--- config.mk ---
export PLATFORM = sky130hd
export DESIGN_NAME = seq_ctrl
export DESIGN_NICKNAME = d
export VERILOG_FILES = /design/src/seq_ctrl_pkg.sv /design/src/seq_ctrl.sv
export SDC_FILE = /design/constraint.sdc
export NUM_CORES = 2
export LEC_CHECK = 0
export ABC_AREA = 1
export BUFFER_PORTS_ARGS = -buffer_cell sky130_fd_sc_hd__buf_2
export CAP_MARGIN = 0
export CORE_MARGIN = 2
export CORE_UTILIZATION = 40
export DETAILED_ROUTE_END_ITERATION = 10
export GPL_TIMING_DRIVEN = 0
export PLACE_DENSITY = 0.62
export SYNTH_ARGS = -nofsm -noshare
export SYNTH_HDL_FRONTEND = slang
export SYNTH_SLANG_ARGS = --single-unit
--- constraint.sdc ---
create_clock -name clk -period 52.6 [get_ports clk]
set_clock_uncertainty 0.05 [all_clocks]
set_input_delay 13.15 -clock clk [delete_from_list [all_inputs] [get_ports clk]]
set_output_delay 13.15 -clock clk [all_outputs]
set_load 0.03 [all_outputs]
--- src/seq_ctrl_pkg.sv ---
// Package: register map, limits and constants of the sequencer control
package seq_ctrl_pkg;
    // ------------------------------------------------------------------
    // Register offsets
    // ------------------------------------------------------------------
    localparam logic [11:0] CTRL_OFS = 12'h0000;
    localparam logic [11:0] GLIDE_OFS = 12'h0004;
    localparam logic [11:0] CHAIN_OFS = 12'h0008;
    localparam logic [11:0] STEP_OFS = 12'h000C;
    localparam logic [11:0] PITCH_OFS = 12'h0010;
    localparam logic [11:0] STATUS_OFS = 12'h0014;
    localparam logic [11:0] CAL_OFS = 12'h0018;
    localparam logic [11:0] SET_OFS = 12'h001C;
    localparam logic [11:0] OUT_OFS = 12'h0020;
    localparam logic [11:0] PATCH_OFS = 12'h0024;
    // ------------------------------------------------------------------
    // Values and limits
    // ------------------------------------------------------------------
    localparam logic [8:0] GLIDE_MAX = 9'h190;
    localparam logic [8:0] GLIDE_RST = 9'h000;
    localparam logic [8:0] PCT_FULL = 9'h064;
    localparam logic [6:0] CHAIN_MAX = 7'h63;
    localparam logic [6:0] CHAIN_RST = 7'h00;
    localparam logic [6:0] PATCH_CNT = 7'h63;
    localparam logic [3:0] LAST_STEP = 4'hF;
    localparam logic [3:0] OCT_CNT = 4'h8;
    localparam logic [15:0] UNITS_PER_VOLT = 16'h01F4;
    localparam logic [3:0] BRIGHT_RST = 4'hF;
    localparam logic [11:0] CHROMATIC = 12'hFFF;
    localparam int SCALE_NUM = 10;
    typedef enum logic [1:0] {
        MODE_SEQ = 2'b00,
        MODE_CAL = 2'b01
    } mode_t;
endpackage

--- src/seq_ctrl.sv ---
// Sequencer control: glide, scale quantizer, song chaining, calibration
`timescale 1ns/1ps
module seq_ctrl (
    // Clock and reset
    input wire logic clk,
    input wire logic sys_rst,
    // APB slave
    input wire logic psel,
    input wire logic penable,
    input wire logic pwrite,
    input wire logic [11:0] paddr,
    input wire logic [31:0] pwdata,
    output logic [31:0] prdata,
    output logic pready,
    output logic pslverr,
    // Panel and jacks
    input wire logic shift_btn,
    input wire logic play_btn,
    input wire logic load_btn,
    input wire logic save_btn,
    input wire logic [15:0] step_btn,
    input wire logic enc_up,
    input wire logic enc_dn,
    input wire logic cv_up,
    input wire logic cv_dn,
    input wire logic clk_in,
    input wire logic reset_in,
    // Outputs
    output logic [15:0] pitch_out,
    output logic [15:0] cv_out,
    output logic [3:0] step_idx,
    output logic load_req,
    output logic [6:0] load_patch,
    output logic cal_store,
    output logic mutate_trig,
    output logic [3:0] brightness,
    output logic enc_invert,
    output logic numeric_disp,
    output logic chain_sel_loops
);
    // ------------------------------------------------------------------
    // Input synchronisers and edge detection
    // ------------------------------------------------------------------
    logic [12:0] raw;
    logic [12:0] s1_q;
    logic [12:0] s2_q;
    logic [12:0] s3_q;
    logic [12:0] rise;
    assign raw = {reset_in, clk_in, cv_dn, cv_up, enc_dn, enc_up, save_btn,
                  load_btn, play_btn, shift_btn, step_btn[15],
                  step_btn[8], step_btn[10]};
    logic [15:0] st1_q;
    logic [15:0] st2_q;
    logic [15:0] st3_q;
    logic [15:0] step_rise;
    always_ff @(posedge clk) begin
        if (sys_rst) begin
            s1_q <= 13'h0000;
            s2_q <= 13'h0000;
            s3_q <= 13'h0000;
            st1_q <= 16'h0000;
            st2_q <= 16'h0000;
            st3_q <= 16'h0000;
        end else begin
            s1_q <= raw;
            s2_q <= s1_q;
            s3_q <= s2_q;
            st1_q <= step_btn;
            st2_q <= st1_q;
            st3_q <= st2_q;
        end
    end
    assign rise = s2_q & ~s3_q;
    assign step_rise = st2_q & ~st3_q;
    logic shift_lvl;
    logic shift_rise;
    logic play_rise;
    logic load_rise;
    logic save_rise;
    logic enc_inc;
    logic enc_dec;
    logic cv_inc;
    logic cv_dec;
    logic clk_rise;
    logic rst_rise;
    assign shift_lvl = s2_q[3];
    assign shift_rise = rise[3];
    assign play_rise = rise[4];
    assign load_rise = rise[5];
    assign save_rise = rise[6];
    assign enc_inc = enc_invert ? rise[8] : rise[7];
    assign enc_dec = enc_invert ? rise[7] : rise[8];
    assign cv_inc = rise[9];
    assign cv_dec = rise[10];
    assign clk_rise = rise[11];
    assign rst_rise = rise[12];
    // ------------------------------------------------------------------
    // Software registers
    // ------------------------------------------------------------------
    logic [8:0] glide_q;
    logic [6:0] succ_q;
    logic [6:0] loops_q;
    logic [6:0] loop_cnt_q;
    logic [15:0] glide_en_q;
    logic [3:0] scale_q;
    logic [4:0] pitch_sw_q;
    logic [98:0] patch_full_q;
    logic mode_cal_q;
    logic rst_mutate_q;
    logic [3:0] bright_q;
    logic numeric_q;
    logic invert_q;
    logic [7:0] cal_p_q [8];
    logic [7:0] cal_c_q [8];
    logic [7:0] nv_p_q [8];
    logic [7:0] nv_c_q [8];
    logic [2:0] oct_q;
    logic cal_force_q;
    logic running_q;
    logic [3:0] step_q;
    logic wr;
    assign wr = psel & penable & pwrite;
    assign pready = 1'b1;
    assign pslverr = 1'b0;
    // Pitch edit from software or knob; knob skips out-of-scale notes
    logic [11:0] mask;
    logic [4:0] knob_next;
    always_comb begin
        case (scale_q)
            4'h1: mask = 12'hAB5;
            4'h2: mask = 12'h5AD;
            4'h3: mask = 12'h295;
            4'h4: mask = 12'h4A9;
            4'h5: mask = 12'h4E9;
            4'h6: mask = 12'h4ED;
            4'h7: mask = 12'h5AB;
            4'h8: mask = 12'h6AD;
            4'h9: mask = 12'h555;
            default: mask = seq_ctrl_pkg::CHROMATIC;
        endcase
    end
    function automatic logic [4:0] snap(input logic [4:0] p,
                                        input logic [11:0] m);
        logic [4:0] r;
        logic [3:0] k;
        r = p;
        k = 4'(p % 5'd12);
        for (int i = 0; i < 12; i++) begin
            if (!m[k] && k != 4'd0) begin
                k = k - 4'd1;
                r = r - 5'd1;
            end
        end
        return r;
    endfunction
    always_comb begin
        knob_next = pitch_sw_q;
        if (enc_inc && pitch_sw_q < 5'd24) begin
            knob_next = pitch_sw_q + 5'd1;
            for (int i = 0; i < 11; i++) begin
                if (!mask[4'(knob_next % 5'd12)] && knob_next < 5'd24) begin
                    knob_next = knob_next + 5'd1;
                end
            end
        end else if (enc_dec && pitch_sw_q > 5'd0) begin
            knob_next = snap(pitch_sw_q - 5'd1, mask);
        end
    end
    always_ff @(posedge clk) begin
        if (sys_rst) begin
            glide_q <= seq_ctrl_pkg::GLIDE_RST;
            succ_q <= seq_ctrl_pkg::CHAIN_RST;
            loops_q <= seq_ctrl_pkg::CHAIN_RST;
            glide_en_q <= 16'h0000;
            scale_q <= 4'h0;
            pitch_sw_q <= 5'h00;
            patch_full_q <= '0;
        end else begin
            if (!mode_cal_q && !shift_lvl) begin
                pitch_sw_q <= knob_next;
            end
            if (!mode_cal_q && shift_lvl && chain_sel_loops) begin
                if (enc_inc && loops_q < seq_ctrl_pkg::CHAIN_MAX) begin
                    loops_q <= loops_q + 7'd1;
                end else if (enc_dec && loops_q != 7'd0) begin
                    loops_q <= loops_q - 7'd1;
                end
            end else if (!mode_cal_q && shift_lvl) begin
                if (enc_inc && succ_q < seq_ctrl_pkg::CHAIN_MAX) begin
                    succ_q <= succ_q + 7'd1;
                end else if (enc_dec && succ_q != 7'd0) begin
                    succ_q <= succ_q - 7'd1;
                end
            end
            if (wr) begin
                unique case (paddr)
                    seq_ctrl_pkg::GLIDE_OFS:
                        if (pwdata[8:0] <= seq_ctrl_pkg::GLIDE_MAX) begin
                            glide_q <= pwdata[8:0];
                        end
                    seq_ctrl_pkg::CHAIN_OFS: begin
                        if (pwdata[6:0] <= seq_ctrl_pkg::CHAIN_MAX) begin
                            succ_q <= pwdata[6:0];
                        end
                        if (pwdata[14:8] <= seq_ctrl_pkg::CHAIN_MAX) begin
                            loops_q <= pwdata[14:8];
                        end
                    end
                    seq_ctrl_pkg::STEP_OFS: glide_en_q <= pwdata[15:0];
                    seq_ctrl_pkg::PITCH_OFS: begin
                        scale_q <= pwdata[11:8];
                        if (pwdata[4:0] <= 5'd24) begin
                            pitch_sw_q <= pwdata[4:0];
                        end
                    end
                    seq_ctrl_pkg::PATCH_OFS:
                        patch_full_q[pwdata[6:0] - 7'd1] <= pwdata[8];
                    default: ;
                endcase
            end
        end
    end
    // ------------------------------------------------------------------
    // Sequencer, loop counter and song chaining
    // ------------------------------------------------------------------
    logic wrap;
    logic succ_ok;
    logic chain_go;
    logic restart;
    assign restart = (shift_lvl && play_rise)
                     || (rst_rise && !rst_mutate_q);
    assign wrap = running_q && clk_rise && step_q == seq_ctrl_pkg::LAST_STEP;
    assign succ_ok = succ_q != 7'd0 && succ_q <= seq_ctrl_pkg::PATCH_CNT
                     && patch_full_q[succ_q - 7'd1];
    assign chain_go = wrap && loops_q != 7'd0 && succ_ok
                      && loop_cnt_q + 7'd1 >= loops_q;
    logic sel_q;
    always_ff @(posedge clk) begin
        if (sys_rst) begin
            step_q <= 4'h0;
            running_q <= 1'b0;
            loop_cnt_q <= 7'h00;
            load_req <= 1'b0;
            load_patch <= 7'h00;
            sel_q <= 1'b0;
        end else begin
            load_req <= 1'b0;
            if (!mode_cal_q && shift_lvl && step_rise[15]) begin
                sel_q <= ~sel_q;
            end
            if (restart) begin
                step_q <= 4'h0;
                loop_cnt_q <= 7'h00;
                running_q <= 1'b0;
            end else begin
                if (play_rise && !shift_lvl) begin
                    running_q <= ~running_q;
                end
                if (clk_rise) begin
                    running_q <= 1'b1;
                end
                if (running_q && clk_rise) begin
                    step_q <= step_q + 4'd1;
                end
                if (chain_go) begin
                    loop_cnt_q <= 7'h00;
                    load_req <= 1'b1;
                    load_patch <= succ_q;
                end else if (wrap) begin
                    loop_cnt_q <= loop_cnt_q + 7'd1;
                end
                if (shift_lvl && load_rise && succ_ok) begin
                    load_req <= 1'b1;
                    load_patch <= succ_q;
                end
            end
        end
    end
    assign chain_sel_loops = sel_q;
    assign step_idx = step_q;
    // ------------------------------------------------------------------
    // Glide ramp
    // ------------------------------------------------------------------
    logic [15:0] period_q;
    logic [15:0] per_cnt_q;
    logic [15:0] target;
    logic [15:0] level_q;
    logic [15:0] ramp_left_q;
    logic [15:0] step_sz_q;
    logic [24:0] glide_cyc;
    // Quantized note from stored pitch, never written back
    assign target = 16'(snap(pitch_sw_q, mask)) * 16'd42;
    assign glide_cyc = 25'(period_q) * 25'(glide_q) / 25'(seq_ctrl_pkg::PCT_FULL);
    always_ff @(posedge clk) begin
        if (sys_rst) begin
            period_q <= 16'h0001;
            per_cnt_q <= 16'h0000;
            level_q <= 16'h0000;
            ramp_left_q <= 16'h0000;
            step_sz_q <= 16'h0000;
        end else begin
            per_cnt_q <= (clk_rise) ? 16'h0000 : per_cnt_q + 16'd1;
            if (clk_rise) begin
                period_q <= per_cnt_q;
            end
            if (clk_rise && glide_en_q[step_q + 4'd1] && glide_q != 9'd0) begin
                // Ramp may outlast the step when above full length
                ramp_left_q <= glide_cyc[15:0];
                step_sz_q <= 16'(((target > level_q) ? target - level_q
                             : level_q - target)
                             / ((glide_cyc[15:0] == 16'h0) ? 16'h1
                             : glide_cyc[15:0])) + 16'd1;
            end else if (ramp_left_q != 16'h0) begin
                ramp_left_q <= ramp_left_q - 16'd1;
                if (level_q + step_sz_q < target) begin
                    level_q <= level_q + step_sz_q;
                end else if (level_q > target + step_sz_q) begin
                    level_q <= level_q - step_sz_q;
                end else begin
                    level_q <= target;
                end
            end else if (clk_rise || ramp_left_q == 16'h0) begin
                level_q <= target;
            end
        end
    end
    // ------------------------------------------------------------------
    // Calibration mode and settings
    // ------------------------------------------------------------------
    always_ff @(posedge clk) begin
        if (sys_rst) begin
            mode_cal_q <= 1'b0;
            oct_q <= 3'h0;
            cal_store <= 1'b0;
            rst_mutate_q <= 1'b0;
            bright_q <= seq_ctrl_pkg::BRIGHT_RST;
            invert_q <= 1'b0;
            numeric_q <= 1'b0;
            for (int i = 0; i < 8; i++) begin
                cal_p_q[i] <= 8'h80;
                cal_c_q[i] <= 8'h80;
                nv_p_q[i] <= 8'h80;
                nv_c_q[i] <= 8'h80;
            end
        end else begin
            cal_store <= 1'b0;
            if (!mode_cal_q && shift_lvl && step_rise[13]) begin
                mode_cal_q <= 1'b1;
            end else if (mode_cal_q) begin
                for (int i = 0; i < 8; i++) begin
                    if (step_rise[i]) begin
                        oct_q <= 3'(i);
                    end
                end
                // Button 9 held turns the encoder into a brightness control
                if (!st2_q[8]) begin
                    if (enc_inc) cal_p_q[oct_q] <= cal_p_q[oct_q] + 8'd1;
                    if (enc_dec) cal_p_q[oct_q] <= cal_p_q[oct_q] - 8'd1;
                end else begin
                    if (enc_inc && bright_q != 4'hF) bright_q <= bright_q + 4'd1;
                    if (enc_dec && bright_q != 4'h0) bright_q <= bright_q - 4'd1;
                end
                if (cv_inc) cal_c_q[oct_q] <= cal_c_q[oct_q] + 8'd1;
                if (cv_dec) cal_c_q[oct_q] <= cal_c_q[oct_q] - 8'd1;
                if (step_rise[10]) rst_mutate_q <= ~rst_mutate_q;
                if (step_rise[12]) invert_q <= ~invert_q;
                if (step_rise[14]) numeric_q <= 1'b0;
                if (step_rise[15]) numeric_q <= 1'b1;
                if (save_rise) begin
                    nv_p_q <= cal_p_q;
                    nv_c_q <= cal_c_q;
                    cal_store <= 1'b1;
                end else if (shift_rise) begin
                    cal_p_q <= nv_p_q;
                    cal_c_q <= nv_c_q;
                    mode_cal_q <= 1'b0;
                end
            end
        end
    end
    assign brightness = bright_q;
    assign enc_invert = invert_q;
    assign numeric_disp = numeric_q;
    assign mutate_trig = rst_mutate_q & s2_q[12];
    // Outputs: forced octave level plus correction in calibration mode
    logic [15:0] oct_lvl;
    assign oct_lvl = 16'(oct_q + 3'd0) * seq_ctrl_pkg::UNITS_PER_VOLT
                     + seq_ctrl_pkg::UNITS_PER_VOLT;
    always_ff @(posedge clk) begin
        if (sys_rst) begin
            pitch_out <= 16'h0000;
            cv_out <= 16'h0000;
        end else if (mode_cal_q) begin
            pitch_out <= oct_lvl + 16'(cal_p_q[oct_q]) - 16'h0080;
            cv_out <= oct_lvl + 16'(cal_c_q[oct_q]) - 16'h0080;
        end else begin
            pitch_out <= level_q;
            cv_out <= level_q;
        end
    end
    // ------------------------------------------------------------------
    // Register read back
    // ------------------------------------------------------------------
    always_ff @(posedge clk) begin
        if (sys_rst) begin
            prdata <= 32'h0000_0000;
        end else if (psel && !penable && !pwrite) begin
            unique case (paddr)
                seq_ctrl_pkg::CTRL_OFS:
                    prdata <= {30'h0, running_q, mode_cal_q};
                seq_ctrl_pkg::GLIDE_OFS: prdata <= {23'h0, glide_q};
                seq_ctrl_pkg::CHAIN_OFS:
                    prdata <= {17'h0, loops_q, 1'b0, succ_q};
                seq_ctrl_pkg::STEP_OFS: prdata <= {16'h0, glide_en_q};
                seq_ctrl_pkg::PITCH_OFS:
                    prdata <= {20'h0, scale_q, 3'h0, pitch_sw_q};
                seq_ctrl_pkg::STATUS_OFS:
                    prdata <= {17'h0, loop_cnt_q, 4'h0, step_q};
                seq_ctrl_pkg::CAL_OFS:
                    prdata <= {13'h0, oct_q, cal_c_q[oct_q], cal_p_q[oct_q]};
                seq_ctrl_pkg::SET_OFS:
                    prdata <= {24'h0, chain_sel_loops, numeric_q, invert_q,
                               rst_mutate_q, bright_q};
                seq_ctrl_pkg::OUT_OFS: prdata <= {cv_out, pitch_out};
                default: prdata <= 32'h0000_0000;
            endcase
        end
    end
endmodule

# [Yosys cells after proc, flatten, opt, wreduce, memory -nomap -nowiden]
# Memories as Yosys holds them, arrays and structs flattened. A register that Yosys moved wholly into a read port is not among the register bits.
# Index checks and enable logic that the tools add are counted.
[classes] addsub=84 mul=3 n_mux=273 n_div=15 reduce_logical=164 n_lt_le_gt_ge=65 eq_ne=11 bitwise=16
[op_table] op="64-bit 2-to-1 mux" count=16
[op_table] op="5-bit 2-to-1 mux" count=73
[op_table] op="32-bit one-hot mux with 9 select lines" count=1
[op_table] op="64-bit bitwise mux" count=4
[op_table] op="4-bit 2-to-1 mux" count=48
[op_table] op="4-bit by 5-bit < comparator with 1-bit output (second input constant)" count=36
[op_table] op="16-bit 2-to-1 mux" count=10
[op_table] op="1-bit binary-select mux with 4-bit select" count=36
[op_table] op="5-bit by 1-bit subtractor with 5-bit output (second input constant)" count=24
[op_table] op="7-bit 2-to-1 mux" count=15
[op_table] op="4-bit nonzero test" count=25
[op_table] op="99-bit bitwise mux" count=1
[op_table] op="4-bit by 1-bit subtractor with 4-bit output (second input constant)" count=23
[op_table] op="1-bit logical AND" count=66
[op_table] op="5-bit by 4-bit modulo with 5-bit output (second input constant)" count=13
[op_table] op="5-bit by 1-bit adder with 5-bit output (second input constant)" count=12
[op_table] op="5-bit < comparator (second input constant)" count=12
[op_table] op="1-bit 2-to-1 mux" count=51
[op_table] op="8-bit binary-select mux with 3-bit select" count=2
[op_table] op="12-bit by 5-bit equality test with 1-bit output (second input constant)" count=4
[op_table] op="1-bit logical NOT" count=40
[op_table] op="8-bit 2-to-1 mux" count=5
[op_table] op="16-bit by 1-bit adder with 16-bit output (second input constant)" count=2
[op_table] op="16-bit logical NOT" count=2
[op_table] op="60 further kinds" count=110
[totals] ff_bits=667 out_inout_bits=87 wordCells=698 mem_count=1 rom_bits=176 inputBits=75
[mem_list] name="(no name shown)" words=16 word_bits=11 rd=1 rd_clocked_by_memory_dff=1 wr=0 line="seq_ctrl.sv:129" text="case (scale_q)"

# [Longest topological paths before layout]
[logic_depth] depth_word=90 mapped_depth=372 mapped_depth_nobuf=360

# [Least setup slack after synthesis]
# No wires, ideal clock.
[synth_timing] path_type="register to register" startpoint="reg pitch_sw_q[1]" endpoint="reg step_sz_q[14]" setup_time_ns=0.115 synth_period_minus_slack_ns=47.055 t_required_ns=52.435 n_path_buf=13 stages_incl_launch_ff=358 t_arrival_ns=46.889 setup_slack_ns=5.545 path_cell_list="dfxtp_1 clkbuf_2 inv_1 ha_1 nor2_1 nand2_1 nand2_1 nand2_1 nand2_1 nand2_1 a21oi_1 o21ai_1 nand2_1 buf_6 nand2_2 nand2_4 inv_2 ha_1 (+322 left out) o21a_1 o21a_1 o21a_1 o21ai_0 a21oi_1 a211oi_1 o211ai_1 nand4_1 o211ai_1 ha_1 nand2_1 nor4_1 nand3_1 nor3_1 nand4_1 xor2_1 o21ai_0 inv_1"
[synth_between] elab_chain_len=66 elab_cells_between_ends=114 classes_between="26 x add/sub; 1 x mul; 2 x div; 1 x order compare; 48 x mux; 36 x reduce/logical"
[synth_lines] element="start: declaration" line="seq_ctrl.sv:106" text="logic [4:0] pitch_sw_q;"
[synth_lines] element="start signal: assignment" line="seq_ctrl.sv:180" text="pitch_sw_q <= knob_next;"
[synth_lines] element="start signal: assignment" line="seq_ctrl.sv:213" text="pitch_sw_q <= pwdata[4:0];"
[synth_lines] element="5-bit by 4-bit modulo with 5-bit output" line="seq_ctrl.sv:147" text="k = 4'(p % 5'd12);"
[synth_lines] element="1-bit binary-select mux with 4-bit select" line="seq_ctrl.sv:149" text="if (!m[k] && k != 4'd0) begin"
[synth_lines] element="1-bit 2-to-1 mux (not written as such)" line="seq_ctrl.sv:149"
[synth_lines] element="1-bit logical NOT" line="seq_ctrl.sv:149"
[synth_lines] element="1-bit logical AND" line="seq_ctrl.sv:149"
[synth_lines] element="4-bit 2-to-1 mux" line="seq_ctrl.sv:149"
[synth_lines] element="1-bit binary-select mux with 4-bit select" line="seq_ctrl.sv:149"
[synth_lines] element="1-bit 2-to-1 mux (not written as such)" line="seq_ctrl.sv:149"
[synth_lines] element="(+50 left out)"
[synth_lines] element="1-bit logical NOT" line="seq_ctrl.sv:149"
[synth_lines] element="1-bit logical AND" line="seq_ctrl.sv:149"
[synth_lines] element="5-bit 2-to-1 mux *" line="seq_ctrl.sv:149"
[synth_lines] element="5-bit by 5-bit multiplier with 10-bit output *" line="seq_ctrl.sv:292" text="assign target = 16'(snap(pitch_sw_q, mask)) * 16'd42;"
[synth_lines] element="16-bit by 11-bit subtractor with 16-bit output, or another cell as far along" line="seq_ctrl.sv:310" text=": level_q - target)"
[synth_lines] element="16-bit 2-to-1 mux *" line="seq_ctrl.sv:309" text="step_sz_q <= 16'(((target > level_q) ? target - level_q"
[synth_lines] element="16-bit by 16-bit divider with 16-bit output *" line="seq_ctrl.sv:311" text="/ ((glide_cyc[15:0] == 16'h0) ? 16'h1"
[synth_lines] element="16-bit by 1-bit adder with 16-bit output *" line="seq_ctrl.sv:312" text=": glide_cyc[15:0])) + 16'd1;"
[synth_lines] element="end signal: assignment" line="seq_ctrl.sv:309"
[synth_lines] element="end: declaration" line="seq_ctrl.sv:289" text="logic [15:0] step_sz_q;"
# Every way passes the cells marked *; elsewhere a longest branch is shown, timed or not. The select of a mux whose other input is x is not followed.
# A chain may end at the register's enable or synchronous reset.

# [Worst setup path in the final report]
# Same ends and word-level chain as after synthesis.

==> flow_summary.rst <==
.. list-table::
   :header-rows: 1

   * - Metric
     - Value
   * - Kind of start point of the critical path
     - flip-flop
   * - GR Util met1
     - 41.4%
   * - Worst slew margin relative to its limit
     - 4.54%
   * - Hold WS
     - 336 ps
   * - Number of cells on the worst reg-to-reg path
     - 360
   * - Vias per std cell
     - 5.70
   * - Leading register cell type out of synthesis
     - sky130_fd_sc_hd__dfxtp_1
   * - CTS tree
     - done
   * - Aggregate global routing overflow
     - 0
   * - Highest-count cells in the layout ignoring fill and taps
     - sky130_fd_sc_hd__nand2_1, sky130_fd_sc_hd__inv_1, sky130_fd_sc_hd__a21oi_1
   * - Total wire length
     - 245,000 µm
   * - CTS Buffer Depth
     - 3
   * - Die boundary height
     - 396 µm
   * - Maximum number of pins on one net before global-route repair
     - 19
   * - Critical path capture point type
     - flip-flop
   * - Global-route track usage on met2
     - 44.6%
   * - Max H-tree Level
     - 3
   * - Number of sinks driven by the clock tree
     - 662
   * - Most frequent standard cell in the layout excluding fill and tap cells
     - sky130_fd_sc_hd__nand2_1
   * - Number of nets at the end of the flow
     - 10.1k
   * - Most crowded layer after global routing
     - met2
   * - Final slew viol count
     - 0
   * - Post-synthesis cell area
     - 61,500 µm²
   * - Syn. warnings
     - 0
   * - Fin crit share
     - 93.3%
   * - Achievable Freq
     - 0.0204 GHz
   * - Max capacitance violation total
     - 0
   * - Sequential-to-total area share from yosys stat
     - 21.6%
   * - Area overhead of the layout relative to synthesis
     - 11.2%
   * - DRC
     - 0
   * - Mean Syn Cell Area
     - 6.63 µm²
   * - Detailed-route wire length per cell
     - 21.0 µm
   * - Crit path max-delay cell type
     - sky130_fd_sc_hd__xor2_1
   * - Hold Path Cell Cnt
     - 2
   * - First-pass GRT wire length
     - 364,000 µm
   * - All-Layer GR Usage
     - 29.8%
   * - Clk root buf
     - sky130_fd_sc_hd__clkbuf_16
   * - Cell count after synthesis
     - 9,274
   * - Placeable core region
     - 152,000 µm²
   * - Worst Hold Class
     - flip-flop to flip-flop
   * - Final setup violation count
     - 0
   * - Number of port buffers
     - 141
   * - Ys async rst share
     - 0%
   * - Type of the setup path with the least slack
     - flip-flop to flip-flop
   * - Via count of the routed design
     - 66.4k
   * - Starting DRT DRC Count
     - 7,229
   * - Detailed-placement wirelength estimate
     - 189,000 µm
   * - Time the worst path needs with I/O delays and setup
     - 49,090 ps
   * - Vias in the first global route
     - 60.2k
   * - Pre-CTS setup slack
     - -4460 ps
   * - Clock input transition at the sequential cells of the worst setup and hold paths
     - 60 ps
   * - Width of the chip
     - 396 µm
   * - Ratio of cells with drive above 1 in the final layout
     - 11.3%
   * - Stage delay of the slowest cell on the critical path
     - 440 ps
   * - Worst-path maximum fanout
     - 10
   * - Initial core utilization
     - 40.4%
   * - Global routing met3 resource utilization
     - 6.66%
   * - Hold Violations, Final
     - 0
   * - Clock Latency Late Sink
     - 710 ps
   * - Total CTS buffers
     - 74
   * - Post-Synthesis Net Count
     - 9,864
   * - Routability congestion estimate
     - 1.02
   * - Number of antenna violations at the first check in global routing
     - 31
   * - Worst Tran Pin Value
     - 1420 ps
   * - Required time at the endpoint of the critical path
     - 53,130 ps
   * - Total Die Area
     - 157,000 µm²
   * - Number of top-level pins
     - 162
   * - First-pass DRT Iterations
     - 6
   * - Most used cell, CP
     - sky130_fd_sc_hd__nand2_1
   * - Least setup slack across all paths after layout
     - 3510 ps
   * - Unique masters post-synth
     - 95
   * - Antenna violation net count after detailed routing
     - 0
   * - Row count
     - 143
   * - Count of flip-flops with a built-in enable after synthesis
     - 0
   * - Total of flip-flops plus latches after synthesis
     - 662
   * - Outcome
     - completed
   * - Worst EP arrival
     - 49,620 ps
[logic make-up after synthesis]
logic type / Yosys count / synth area share, %
muxes: 3 / 0.0550
DFF: 662 / 21.6
and+or+nand+nor: 3858 / 28.6
adders and majority gates: 515 / 11.9
other: 2 / 0.0122
buffers and inverters: 1659 / 11.3
xor gates and xnor gates: 334 / 4.91
AOI/OAI and AO/OA: 2241 / 21.7
[layout make-up]
cell class                 count  area [µm²]
multi-input combinational   6953       41800
inverter                    1257        4780
fill                       15800       83900
antenna                       12        30.0
clock buffer                 101        2050
buffer                       394        2220
timing repair buffer         205        1220
tap                         2030        2540
sequential                   662       13300
clock inverter                32         404
[path summary, 6_finish.rpt]
check             slack, ps             to           from
hold / removal          340        s2_q[4]        s1_q[4]
setup / recovery       3510  step_sz_q[14]  pitch_sw_q[1]
hold reg to reg         340        s2_q[4]        s1_q[4]
setup reg to reg       3510  step_sz_q[14]  pitch_sw_q[1]
[what timing repair did]
action,CTS,global route
gates cloned,0,0
endpoints found under the setup margin,16,16
setup buffers,8,54
resized for setup,44,131
hold buffers,0,0
pin swaps,6,56
[critical path, delay by kind of cell, from the launching register on]
family | cells | cell delay, ps
AOI/OAI and AO/OA | 117 | 16840
buffers and inverters | 66 | 6410
DFF | 1 | 370
and+or+nand+nor | 140 | 14950
adders and majority gates | 32 | 8750
xor gates and xnor gates | 5 | 1410
[synthesized netlist by cell type (all sizes together) (112+ instances only)]
| cell | count | area share, % |
|---|---|---|
| a21oi | 832 | 6.9 |
| clkbuf | 321 | 2.5 |
| dfxtp | 662 | 22 |
| fa | 112 | 3.6 |
| ha | 403 | 8.2 |
| inv | 1235 | 7.6 |
| nand2 | 2062 | 14 |
| nand3 | 660 | 6.1 |
| nor2 | 838 | 5.4 |
| o211ai | 135 | 1.7 |
| o21ai | 758 | 6.5 |
| xnor2 | 120 | 1.7 |
| xor2 | 214 | 3.2 |
[sequential cells by signal, summed over array words and instances (netlist names), 9 cells and up]
| register | cells |
|---|---|
| prdata | 32 |
| st3_q | 11 |
| st2_q | 11 |
| glide_q | 9 |
| s3_q | 12 |
| pitch_out | 16 |
| patch_full_q | 99 |
| st1_q | 11 |
| nv_p_q | 64 |
| level_q | 16 |
| s2_q | 13 |
| step_sz_q | 16 |
| ramp_left_q | 16 |
| s1_q | 13 |
| mask | 11 |
| cv_out | 16 |
| period_q | 16 |
| cal_c_q | 64 |
| per_cnt_q | 16 |
| glide_en_q | 16 |
| cal_p_q | 64 |
| nv_c_q | 64 |
[per-stage QoR]
step	instance area, µm²	std cells	setup TNS (ps)	util (%)
2_1_floorplan	61500	9274	0	-
3_5_place_dp	64700	11400	-57080	42.5
5_1_grt	68300	11600	-1050	44.9
4_1_cts	67400	11600	0	44.3
6_report	68300	11600	0	44.9
3_3_place_gp	64700	11400	-39250	42.5
[routing by layer]
metal	share of wire, %	wire length, µm	vias up
met5	0.083	204	-
li1	-	-	31500
met1	43	107000	31300
met2	42	103000	3044
met3	10	25200	553
met4	4.2	10200	12
Power is not shown: default switching activity piles up to over one toggle a cycle in this logic, so the estimate is an artifact.
